## src/rtl/bkpreg_pkg.sv

```systemverilog
// backup register bank: shared constants, register map and types
// assumes a 32-bit AXI4-Lite slave with one aligned word per register
`default_nettype none

package bkpreg_pkg;

  // =========================================================
  // geometry
  localparam int NUM_WORDS = 16;
  localparam int WORD_W    = 16;
  localparam int ADDR_W    = 8;
  localparam int DATA_W    = 32;
  localparam int CAL_W     = 7;
  localparam int WIN_W     = 20;
  localparam int DIV_W     = 6;
  localparam int SYNC_N    = 4;

  // =========================================================
  // register map (byte addresses)
  localparam logic [ADDR_W-1:0] DATA_BASE = 8'h00;
  localparam logic [ADDR_W-1:0] DATA_LAST = 8'h3C;
  localparam logic [ADDR_W-1:0] CAL_ADDR  = 8'h40;
  localparam logic [ADDR_W-1:0] STAT_ADDR = 8'h44;

  // status register bit positions
  localparam int STAT_OPEN = 0;
  localparam int STAT_PIN  = 1;
  localparam int STAT_DRV  = 2;

  // reset values
  localparam logic [WORD_W-1:0] WORD_RST = 16'h0000;

  // synchroniser lane positions
  localparam int LN_RTC   = 0;
  localparam int LN_ALARM = 1;
  localparam int LN_SEC   = 2;
  localparam int LN_PDN   = 3;

  // bus answers
  localparam logic [1:0] RESP_OKAY   = 2'h0;
  localparam logic [1:0] RESP_SLVERR = 2'h2;
  localparam logic [1:0] RESP_DECERR = 2'h3;

  // =========================================================
  // types
  // field order gives bits 9, 8, 7 and 6:0 of the calibration word
  typedef struct packed {
    logic             src_sel;
    logic             pulse_en;
    logic             cal_clock_output_enable;
    logic [CAL_W-1:0] cal;
  } bkpreg_cal_t;

  localparam bkpreg_cal_t CAL_RST = '{src_sel: 1'b0, pulse_en: 1'b0,
                                      cal_clock_output_enable: 1'b0, cal: 7'h00};

  typedef enum logic [1:0] {
    WR_COLLECT = 2'b01,
    WR_RESP    = 2'b10
  } bkpreg_wr_state_t;

  typedef enum logic [1:0] {
    RD_IDLE = 2'b01,
    RD_DATA = 2'b10
  } bkpreg_rd_state_t;

  // =========================================================
  // helpers
  function automatic logic [WORD_W-1:0] merge_lanes(
    input logic [WORD_W-1:0] old_val,
    input logic [DATA_W-1:0] wdata,
    input logic [3:0]        wstrb
  );
    logic [WORD_W-1:0] res;
    res = old_val;
    if (wstrb[0])
    begin
      res[7:0] = wdata[7:0];
    end
    if (wstrb[1])
    begin
      res[15:8] = wdata[15:8];
    end
    return res;
  endfunction

  function automatic logic is_data_addr(input logic [ADDR_W-1:0] a);
    return (a >= DATA_BASE) && (a <= DATA_LAST) && (a[1:0] == 2'h0);
  endfunction

  function automatic logic [3:0] word_index(input logic [ADDR_W-1:0] a);
    return a[5:2];
  endfunction

endpackage

`default_nettype wire

```

## src/rtl/bkpreg_sync.sv

```systemverilog
// two-flop synchroniser for a group of level inputs
// assumes inputs are asynchronous to clk; only dst_o may be read
`default_nettype none

module bkpreg_sync #(
  parameter int W = 4
) (
  input  wire logic         clk,     // destination clock
  input  wire logic         rst_n,   // synchronous reset, active low
  input  wire logic [W-1:0] src_i,   // asynchronous inputs
  output logic      [W-1:0] dst_o    // synchronised outputs
);

  logic [W-1:0] meta_q;
  logic [W-1:0] sync_q;

  // =========================================================
  // two stages, nothing taps the first
  always_ff @(posedge clk)
  begin
    if (!rst_n)
    begin
      meta_q <= '0;
      sync_q <= '0;
    end
    else
    begin
      meta_q <= src_i;
      sync_q <= meta_q;
    end
  end

  assign dst_o = sync_q;

endmodule

`default_nettype wire

```

## src/rtl/bkpreg_top.sv

```systemverilog
// backup register bank with rtc calibration and rtc output pin control
// assumes aclk drives the bank, rtc signals arrive asynchronously,
// bkp_resetn is the backup-domain reset and aresetn the system reset
//
// Functional notes
// - sixteen 16-bit data words give 32 bytes of backup storage.
// - data words survive standby wake-up, system reset and power reset.
// - only the backup-domain reset clears data words to zero.
// - register access is refused while any of the three enables is low (status reads excepted), guarding against stray writes.
// - calibration clock output drives rtc clock divided by 64 on the pin.
// - pulse output enable drives alarm or seconds pulse unless calibration clock output is set; clear disables it.
// - source select 0 picks alarm pulse, 1 picks seconds pulse.
// - each pulse on the pin lasts one rtc clock period.
// - source select and pulse enable clear only on backup-domain reset.
// - calibration clock output bit clears when main supply powers off.
// - drop calibration-field count of pulses in every 2^20 rtc pulses.
// - slowing spans zero to about 121 ppm in 2^-20 steps.
`default_nettype none

module bkpreg_top
  import bkpreg_pkg::*;
(
  input  wire logic              aclk,                   // bus clock
  input  wire logic              aresetn,                // system reset
  input  wire logic              bkp_resetn,             // backup-domain reset
  input  wire logic              main_supply_off,        // main supply down
  input  wire logic              power_if_clock_enable,  // power if clock on
  input  wire logic              backup_if_clock_enable, // backup if clock on
  input  wire logic              backup_access_enable,   // access enable bit
  input  wire logic              rtc_clk_in,             // rtc clock
  input  wire logic              alarm_pulse_in,         // rtc alarm pulse
  input  wire logic              second_pulse_in,        // rtc seconds pulse
  input  wire logic [ADDR_W-1:0] s_axi_awaddr,           // write address
  input  wire logic              s_axi_awvalid,          // write addr valid
  output logic                   s_axi_awready,          // write addr ready
  input  wire logic [DATA_W-1:0] s_axi_wdata,            // write data
  input  wire logic [3:0]        s_axi_wstrb,            // byte enables
  input  wire logic              s_axi_wvalid,           // write data valid
  output logic                   s_axi_wready,           // write data ready
  output logic [1:0]             s_axi_bresp,            // write answer
  output logic                   s_axi_bvalid,           // write answer valid
  input  wire logic              s_axi_bready,           // write answer ready
  input  wire logic [ADDR_W-1:0] s_axi_araddr,           // read address
  input  wire logic              s_axi_arvalid,          // read addr valid
  output logic                   s_axi_arready,          // read addr ready
  output logic [DATA_W-1:0]      s_axi_rdata,            // read data
  output logic [1:0]             s_axi_rresp,            // read answer
  output logic                   s_axi_rvalid,           // read data valid
  input  wire logic              s_axi_rready,           // read data ready
  output logic                   rtc_output_pin,         // rtc output level
  output logic                   rtc_output_pin_oe_n,    // low while driven
  output logic                   cal_rtc_tick            // calibrated rtc tick
);

  // =========================================================
  // input synchronisers and edge detection
  logic [SYNC_N-1:0] sync_s;
  logic [2:0]        prev_q;
  logic [2:0]        prev_d;
  logic              rtc_rise;
  logic              alarm_rise;
  logic              sec_rise;
  logic              pdn_s;

  bkpreg_sync #(.W(SYNC_N)) bkpreg_sync_i (
    .clk   (aclk),
    .rst_n (bkp_resetn),
    .src_i ({main_supply_off, second_pulse_in, alarm_pulse_in, rtc_clk_in}),
    .dst_o (sync_s)
  );

  always_comb
  begin
    prev_d     = sync_s[LN_SEC:LN_RTC];
    rtc_rise   = sync_s[LN_RTC] & ~prev_q[LN_RTC];
    alarm_rise = sync_s[LN_ALARM] & ~prev_q[LN_ALARM];
    sec_rise   = sync_s[LN_SEC] & ~prev_q[LN_SEC];
    pdn_s      = sync_s[LN_PDN];
  end

  always_ff @(posedge aclk)
  begin
    if (!bkp_resetn)
      prev_q <= '0;
    else
      prev_q <= prev_d;
  end

  // =========================================================
  // access gate: the three enables come from neighbouring control logic
  logic access_open;
  assign access_open = power_if_clock_enable & backup_if_clock_enable
                       & backup_access_enable;

  // =========================================================
  // write channel
  bkpreg_wr_state_t  wr_st_q, wr_st_d;
  logic              aw_have_q, aw_have_d, w_have_q, w_have_d;
  logic [ADDR_W-1:0] awaddr_q, awaddr_d;
  logic [DATA_W-1:0] wdata_q, wdata_d;
  logic [3:0]        wstrb_q, wstrb_d;
  logic [1:0]        bresp_q, bresp_d;
  logic              commit;

  always_comb
  begin
    wr_st_d       = wr_st_q;
    aw_have_d     = aw_have_q;
    w_have_d      = w_have_q;
    awaddr_d      = awaddr_q;
    wdata_d       = wdata_q;
    wstrb_d       = wstrb_q;
    bresp_d       = bresp_q;
    commit        = 1'b0;
    s_axi_awready = (wr_st_q == WR_COLLECT) && !aw_have_q;
    s_axi_wready  = (wr_st_q == WR_COLLECT) && !w_have_q;
    s_axi_bvalid  = (wr_st_q == WR_RESP);
    case (wr_st_q)
      WR_COLLECT:
      begin
        if (s_axi_awvalid && s_axi_awready)
        begin
          aw_have_d = 1'b1;
          awaddr_d  = s_axi_awaddr;
        end
        if (s_axi_wvalid && s_axi_wready)
        begin
          w_have_d = 1'b1;
          wdata_d  = s_axi_wdata;
          wstrb_d  = s_axi_wstrb;
        end
        if (aw_have_d && w_have_d)
        begin
          commit    = 1'b1;
          aw_have_d = 1'b0;
          w_have_d  = 1'b0;
          wr_st_d   = WR_RESP;
          if (!is_data_addr(awaddr_d) && awaddr_d != CAL_ADDR
              && awaddr_d != STAT_ADDR)
            bresp_d = RESP_DECERR;
          else if (!access_open)
            bresp_d = RESP_SLVERR;
          else
            bresp_d = RESP_OKAY;
        end
      end
      WR_RESP:
      begin
        if (s_axi_bready)
          wr_st_d = WR_COLLECT;
      end
      default:
        wr_st_d = WR_COLLECT;
    endcase
  end

  always_ff @(posedge aclk)
  begin
    if (!aresetn)
    begin
      wr_st_q   <= WR_COLLECT;
      aw_have_q <= 1'b0;
      w_have_q  <= 1'b0;
      awaddr_q  <= '0;
      wdata_q   <= '0;
      wstrb_q   <= '0;
      bresp_q   <= RESP_OKAY;
    end
    else
    begin
      wr_st_q   <= wr_st_d;
      aw_have_q <= aw_have_d;
      w_have_q  <= w_have_d;
      awaddr_q  <= awaddr_d;
      wdata_q   <= wdata_d;
      wstrb_q   <= wstrb_d;
      bresp_q   <= bresp_d;
    end
  end

  assign s_axi_bresp = bresp_q;

  // =========================================================
  // backup-domain storage: of the resets only bkp_resetn clears it, so system and
  // power resets (aresetn) leave contents alone
  logic [NUM_WORDS-1:0][WORD_W-1:0] data_q, data_d;
  bkpreg_cal_t                      cal_q, cal_d;
  logic                             wr_ok;

  always_comb
  begin
    data_d = data_q;
    cal_d  = cal_q;
    wr_ok  = commit && access_open;
    if (wr_ok && is_data_addr(awaddr_d))
      data_d[word_index(awaddr_d)] = merge_lanes(data_q[word_index(awaddr_d)],
                                                 wdata_d, wstrb_d);
    if (wr_ok && awaddr_d == CAL_ADDR)
      cal_d = bkpreg_cal_t'(merge_lanes(WORD_W'(cal_q), wdata_d, wstrb_d));
    // supply loss outranks a write landing in the same cycle
    if (pdn_s)
      cal_d.cal_clock_output_enable = 1'b0;
  end

  always_ff @(posedge aclk)
  begin
    if (!bkp_resetn)
    begin
      data_q <= {NUM_WORDS{WORD_RST}};
      cal_q  <= CAL_RST;
    end
    else
    begin
      data_q <= data_d;
      cal_q  <= cal_d;
    end
  end

  // =========================================================
  // read channel
  bkpreg_rd_state_t  rd_st_q, rd_st_d;
  logic [DATA_W-1:0] rdata_q, rdata_d;
  logic [1:0]        rresp_q, rresp_d;

  always_comb
  begin
    rd_st_d       = rd_st_q;
    rdata_d       = rdata_q;
    rresp_d       = rresp_q;
    s_axi_arready = (rd_st_q == RD_IDLE);
    s_axi_rvalid  = (rd_st_q == RD_DATA);
    case (rd_st_q)
      RD_IDLE:
      begin
        if (s_axi_arvalid)
        begin
          rd_st_d = RD_DATA;
          rdata_d = '0;
          rresp_d = RESP_OKAY;
          if (s_axi_araddr == STAT_ADDR)
          begin
            // status stays readable so software can see why it is locked out
            rdata_d[STAT_OPEN] = access_open;
            rdata_d[STAT_PIN]  = rtc_output_pin;
            rdata_d[STAT_DRV]  = !rtc_output_pin_oe_n;
          end
          else if (!is_data_addr(s_axi_araddr) && s_axi_araddr != CAL_ADDR)
            rresp_d = RESP_DECERR;
          else if (!access_open)
            rresp_d = RESP_SLVERR;
          else if (s_axi_araddr == CAL_ADDR)
            rdata_d[WORD_W-1:0] = WORD_W'(cal_q);
          else
            rdata_d[WORD_W-1:0] = data_q[word_index(s_axi_araddr)];
        end
      end
      RD_DATA:
      begin
        if (s_axi_rready)
          rd_st_d = RD_IDLE;
      end
      default:
        rd_st_d = RD_IDLE;
    endcase
  end

  always_ff @(posedge aclk)
  begin
    if (!aresetn)
    begin
      rd_st_q <= RD_IDLE;
      rdata_q <= '0;
      rresp_q <= RESP_OKAY;
    end
    else
    begin
      rd_st_q <= rd_st_d;
      rdata_q <= rdata_d;
      rresp_q <= rresp_d;
    end
  end

  assign s_axi_rdata = rdata_q;
  assign s_axi_rresp = rresp_q;

  // =========================================================
  // rtc calibration, divider, pulse stretcher and pin mux
  logic [WIN_W-1:0] win_q, win_d;
  logic [DIV_W-1:0] div_q, div_d;
  logic             tick_q, tick_d, pulse_q, pulse_d;
  logic             pin_q, pin_d, oe_n_q, oe_n_d;
  logic             pulse_ev;

  always_comb
  begin
    win_d    = win_q;
    div_d    = div_q;
    tick_d   = 1'b0;
    pulse_d  = pulse_q;
    pulse_ev = cal_q.src_sel ? sec_rise : alarm_rise;
    if (rtc_rise)
    begin
      // the window wraps by itself; the first cal pulses of it are dropped
      win_d  = win_q + 20'h00001;
      tick_d = (win_q >= WIN_W'(cal_q.cal));
      div_d  = div_q + 6'h01;
      pulse_d = 1'b0;
    end
    if (cal_q.pulse_en && pulse_ev)
      pulse_d = 1'b1;
    if (cal_q.cal_clock_output_enable)
      pin_d = div_q[DIV_W-1];
    else
      pin_d = cal_q.pulse_en & pulse_q;
    oe_n_d = !(cal_q.cal_clock_output_enable || cal_q.pulse_en);
  end

  always_ff @(posedge aclk)
  begin
    if (!bkp_resetn)
    begin
      win_q   <= '0;
      div_q   <= '0;
      tick_q  <= 1'b0;
      pulse_q <= 1'b0;
      pin_q   <= 1'b0;
      oe_n_q  <= 1'b1;
    end
    else
    begin
      win_q   <= win_d;
      div_q   <= div_d;
      tick_q  <= tick_d;
      pulse_q <= pulse_d;
      pin_q   <= pin_d;
      oe_n_q  <= oe_n_d;
    end
  end

  assign rtc_output_pin      = pin_q;
  assign rtc_output_pin_oe_n = oe_n_q;
  assign cal_rtc_tick        = tick_q;
endmodule

`default_nettype wire

```

## config.mk

```make
export PLATFORM = sky130hd
export DESIGN_NAME = bkpreg_top
export DESIGN_NICKNAME = d
export VERILOG_FILES = /design/src/rtl/bkpreg_pkg.sv /design/src/rtl/bkpreg_sync.sv /design/src/rtl/bkpreg_top.sv
export SDC_FILE = /design/constraint.sdc
export NUM_CORES = 1
export LEC_CHECK = 0
export ABC_AREA = 0
export BUFFER_PORTS_ARGS = -buffer_cell sky130_fd_sc_hd__buf_4
export CAP_MARGIN = 15
export CORE_MARGIN = 5
export CORE_UTILIZATION = 62
export CTS_CLUSTER_SIZE = 10
export DETAILED_ROUTE_END_ITERATION = 8
export HOLD_SLACK_MARGIN = 0.06
export PLACE_DENSITY = 0.81
export RECOVER_POWER = 25
export SLEW_MARGIN = 5
export SYNTH_ARGS = -nofsm -noshare
export SYNTH_HDL_FRONTEND = slang
export SYNTH_HIERARCHICAL = 1
export SYNTH_SLANG_ARGS = --single-unit
```

## constraint.sdc

```tcl
create_clock -name aclk -period 2.7 [get_ports aclk]
set_input_delay 0.27 -clock aclk [delete_from_list [all_inputs] [get_ports aclk]]
set_output_delay 0.27 -clock aclk [all_outputs]
set_load 0.01 [all_outputs]
```

==> key figures <==
Yosys
  – Yosys top cell area share: 0.373
  – Mapped Cells: 1995
  – Number of flops mapped to enable cells by yosys: 0
  – Yosys top cell by area: dfxtp_1
  – Synth cell types: 67
  – Area contributors post-synth: dfxtp_1 37%, mux4_2 9.4%, mux2_2 6.5%, mux2i_1 6.2%, nand2_1 5.2%
  – Synth warnings: 6
  – Post-synthesis xor/xnor area fraction: 0.00819
  – Async S/R FF share, synth: 0
  – #FFs+latches synth: 359
  – Mux cell area share after synthesis: 0.251
  – Post-synthesis cell area: 19300 um2
  – Synth Area in Simple Gates: 0.176
  – Avg Cell Area, Syn: 9.65 um2
  – Largest family of logic cells by synthesized area: multiplexers
  – Synth Area in Compound Gates: 0.136
  – Synth Area in Adders: 0.00585
  – Ys flop type: dfxtp_1
  – Post-synthesis sequential area ratio: 0.373

Clock network
  – CTS H-Tree Depth: 2
  – Clock buffer count from CTS: 42
  – Max clock buf depth: 3
  – CTS tree: done
  – Clock-pin slew on the worst setup and hold paths: 50 ps
  – Sink Count: 359
  – Clock Tree Root: clkbuf_16
  – Worst skew pair latency: 540 ps

GRT
  – Vias in the first global route: 17500
  – Initial antenna violation count: 3
  – Tot GR Track Use: 0.340
  – First-pass GRT wire length: 93.3 mm
  – Largest net degree at the start of global routing: 93
  – Overflow after GRT: 0

Timing
  – Setup Skew: 19.2 ps
  – Endpoints failing setup: 11
  – Count of final max-slew check failures: 71
  – Max transition margin: -0.0895
  – Actual slew at the worst max-slew pin: 1630 ps
  – Worst Slack Setup Final: -91.8 ps
  – Final Hold Viols: 0
  – Final Critical Period: 2790 ps
  – Unrepaired setup endpoints after global routing: true
  – Period utilization: 1.03
  – Maximum clock rate: 358 MHz

Worst setup path
  – Arrival time worst endpoint: 3180 ps
  – CP startpoint kind: register
  – Max incr delay on CP: 380 ps
  – Most frequent CP cell: buf_12
  – Critical path peak fanout: 8
  – Crit path buf inv count: 3
  – Data required, critical path: 3090 ps
  – Setup crit end kind: register
  – Crit Path Class: reg2reg
  – CP Cell Sequence: and4bb_4, buf_12, mux2i_4, buf_12, buf_4, and2_1, o221ai_1, nand3b_1, o21ai_0
  – CP max stage cell: and4bb_4
  – Cell family with most CP delay: simple AND/OR/NAND/NOR gates

Routing
  – Post-route ant nets: 0
  – Routed wire length: 62.3 mm
  – Average wire per standard cell: 24.2 um
  – Vias/cell: 6.92
  – Drt pass-1 iters: 6
  – Routed vias: 17800
  – # DRC: 0
  – 1st-iter DRT viols: 2258

Pwr
  – Clock power frac: 0.398
  – P_int: 0.00897 W
  – Combinational power share: 0.167
  – Peak VDD IR: 0.541 mV
  – Switching share of power: 0.277
  – Leakage Power: 8.34 nW
  – Power share of the sequential group: 0.435
  – PnR Total Power: 0.0124 W
  – Pwr dens: 547 nW/um2
  – P_sw: 0.00343 W

Die
  – Initial Utilization: 0.628
  – Num rows: 64
  – CORE AREA: 30700 um2
  – Die area: 34700 um2
  – I/O pin total: 111
  – Die Ht: 186 um
  – Die X: 186 um

Finish
  – Synthesis-to-layout area growth: 17.8%
  – Fin nets: 2248
  – Fillers: 1985
  – Commonest non-fill, non-tap cell in the layout: dfxtp_1
  – # diodes: 0
  – Non-filler instance count after layout: 2577
  – Most frequent cells in the layout: 359 x dfxtp_1, 266 x nand2_1, 204 x buf_4
  – Ratio of cells with drive above 1 in the final layout: 0.261

Placement
  – GPL Wtd Cong: 0.914
  – Placed Instances: 2477
  – Post-Place Worst Slack: -109 ps
  – HPWL after DPL: 40.1 mm
  – IO Port Bufs: 76

Hold path
  – Hold crit path type: in2reg

Run status
  – Status: finished, violations left
  – Failing checks: capacitance limit, slew limit, setup timing

Job
  – Max_cap viols: 1
-- cells in the mapped netlist (10+ instances only) --
cell type	instances
mux2_2	111
inv_1	13
nand2_1	268
a21oi_1	65
mux4_2	80
nor3_2	15
dfxtp_1	359
o21ai_0	114
nor2_1	46
o22ai_1	27
mux2i_1	120
a31oi_1	105
nor2b_1	13
nand3_1	151
buf_2	38
nor3_1	37
clkbuf_1	73
buf_4	34
and2_1	51
xnor2_1	16
mux2_4	17
o21ai_1	10
nand4_1	12
o221ai_1	18
mux2_1	16
buf_1	11
o31ai_1	56
-- layer usage --
metal / vias up / routed length, um / GRT usage
met2: 1322 / 28000 / 0.550
met1: 8405 / 22100 / 0.420
met4: 6 / 3810 / 0.177
li1: 7733 / - / -
met3: 369 / 8290 / 0.0887
met5: - / 46 / 0
-- metrics by stage --
stage / area (um2) / TNS (ps) / hold WS [ps] / util
floorplan: 19300 / 0 / 373 / -
global placement: 21000 / -360 / 378 / 0.685
detailed placement: 21000 / -2950 / 392 / 0.685
CTS: 22500 / 0 / 67.2 / 0.735
global route: 22700 / -328 / 135 / 0.740
finish: 22700 / -443 / 113 / 0.740
-- layout make-up --
cell class,count,area [um2],area share
Clock inverter,2,13.8,0.000607
Tap cell,396,495,0.0218
Timing Repair Buffer,286,2540,0.112
Sequential cell,359,7190,0.317
Multi-Input combinational cell,1470,11300,0.498
Clock buffer,51,1110,0.0488
Inverter,13,48.8,0.00215
-- what timing repair did --
item | in CTS | in global routing
gates resized for setup | 9 | 25
endpoints found under the hold margin | 19 | 0
setup buffers | 16 | 8
endpoints found under the setup margin | 122 | 245
hold buffers | 19 | 0
pin swaps | 3 | 6
cloned | 0 | 4
-- logic make-up after synthesis --
group | count (synthesis)
DFF | 359
adders and majority gates | 9
and+or+nand+nor | 651
AOI/OAI and AO/OA | 425
xor gates and xnor gates | 18
other | 1
buffers and inverters | 181
muxes | 351
-- worst register-to-register path, delay by kind of cell, from the launching register on --
kind                   cells  cell delay [ps]
AOI/OAI and AO/OA          2              460
buffers and inverters      3              530
DFF                        1              310
muxes                      1              260
and+or+nand+nor            3             1090
-- worst paths after layout --
path | startpoint | end | slack [ps] | cells after the start
worst max-delay path | aw_have_q$_SDFFE_PN0N_ | data_q[208]$_SDFFE_PN0P_ | -90 | 9
worst min-delay path | s_axi_araddr[6] | s_axi_rresp[0]$_SDFFE_PN0P_ | 110 | 3
worst max register to register | aw_have_q$_SDFFE_PN0N_ | data_q[208]$_SDFFE_PN0P_ | -90 | 9
worst min register to register | bkpreg_sync_i/dst_o[3]$_SDFF_PN0_ | cal_q[7]$_SDFFE_PP0P_ | 390 | 1
-- power by group through the flow --
stage / logic [W] / clock network, W / registers [W]
floorplan: 0.00113 / 0 / 0.00550
global placement: 0.00181 / 0 / 0.00550
detailed placement: 0.00184 / 0 / 0.00551
CTS: 0.00190 / 0.00494 / 0.00539
global route: 0.00213 / 0.00519 / 0.00540
finish: 0.00207 / 0.00494 / 0.00539
-- flip-flops by register name, indices dropped and copies added, names as in the netlist, 2 cells and up --
signal / cells
div_q: 6
cal_q: 10
s_axi_rresp: 2
wstrb_q: 2
s_axi_rdata: 16
rd_st_q: 2
bkpreg_sync_i/meta_q: 4
win_q: 20
wdata_q: 16
bkpreg_sync_i/dst_o: 4
wr_st_q: 2
s_axi_bresp: 2
data_q: 256
prev_q: 3
awaddr_q: 8
Note: power is estimated with default switching activity, not from simulation.
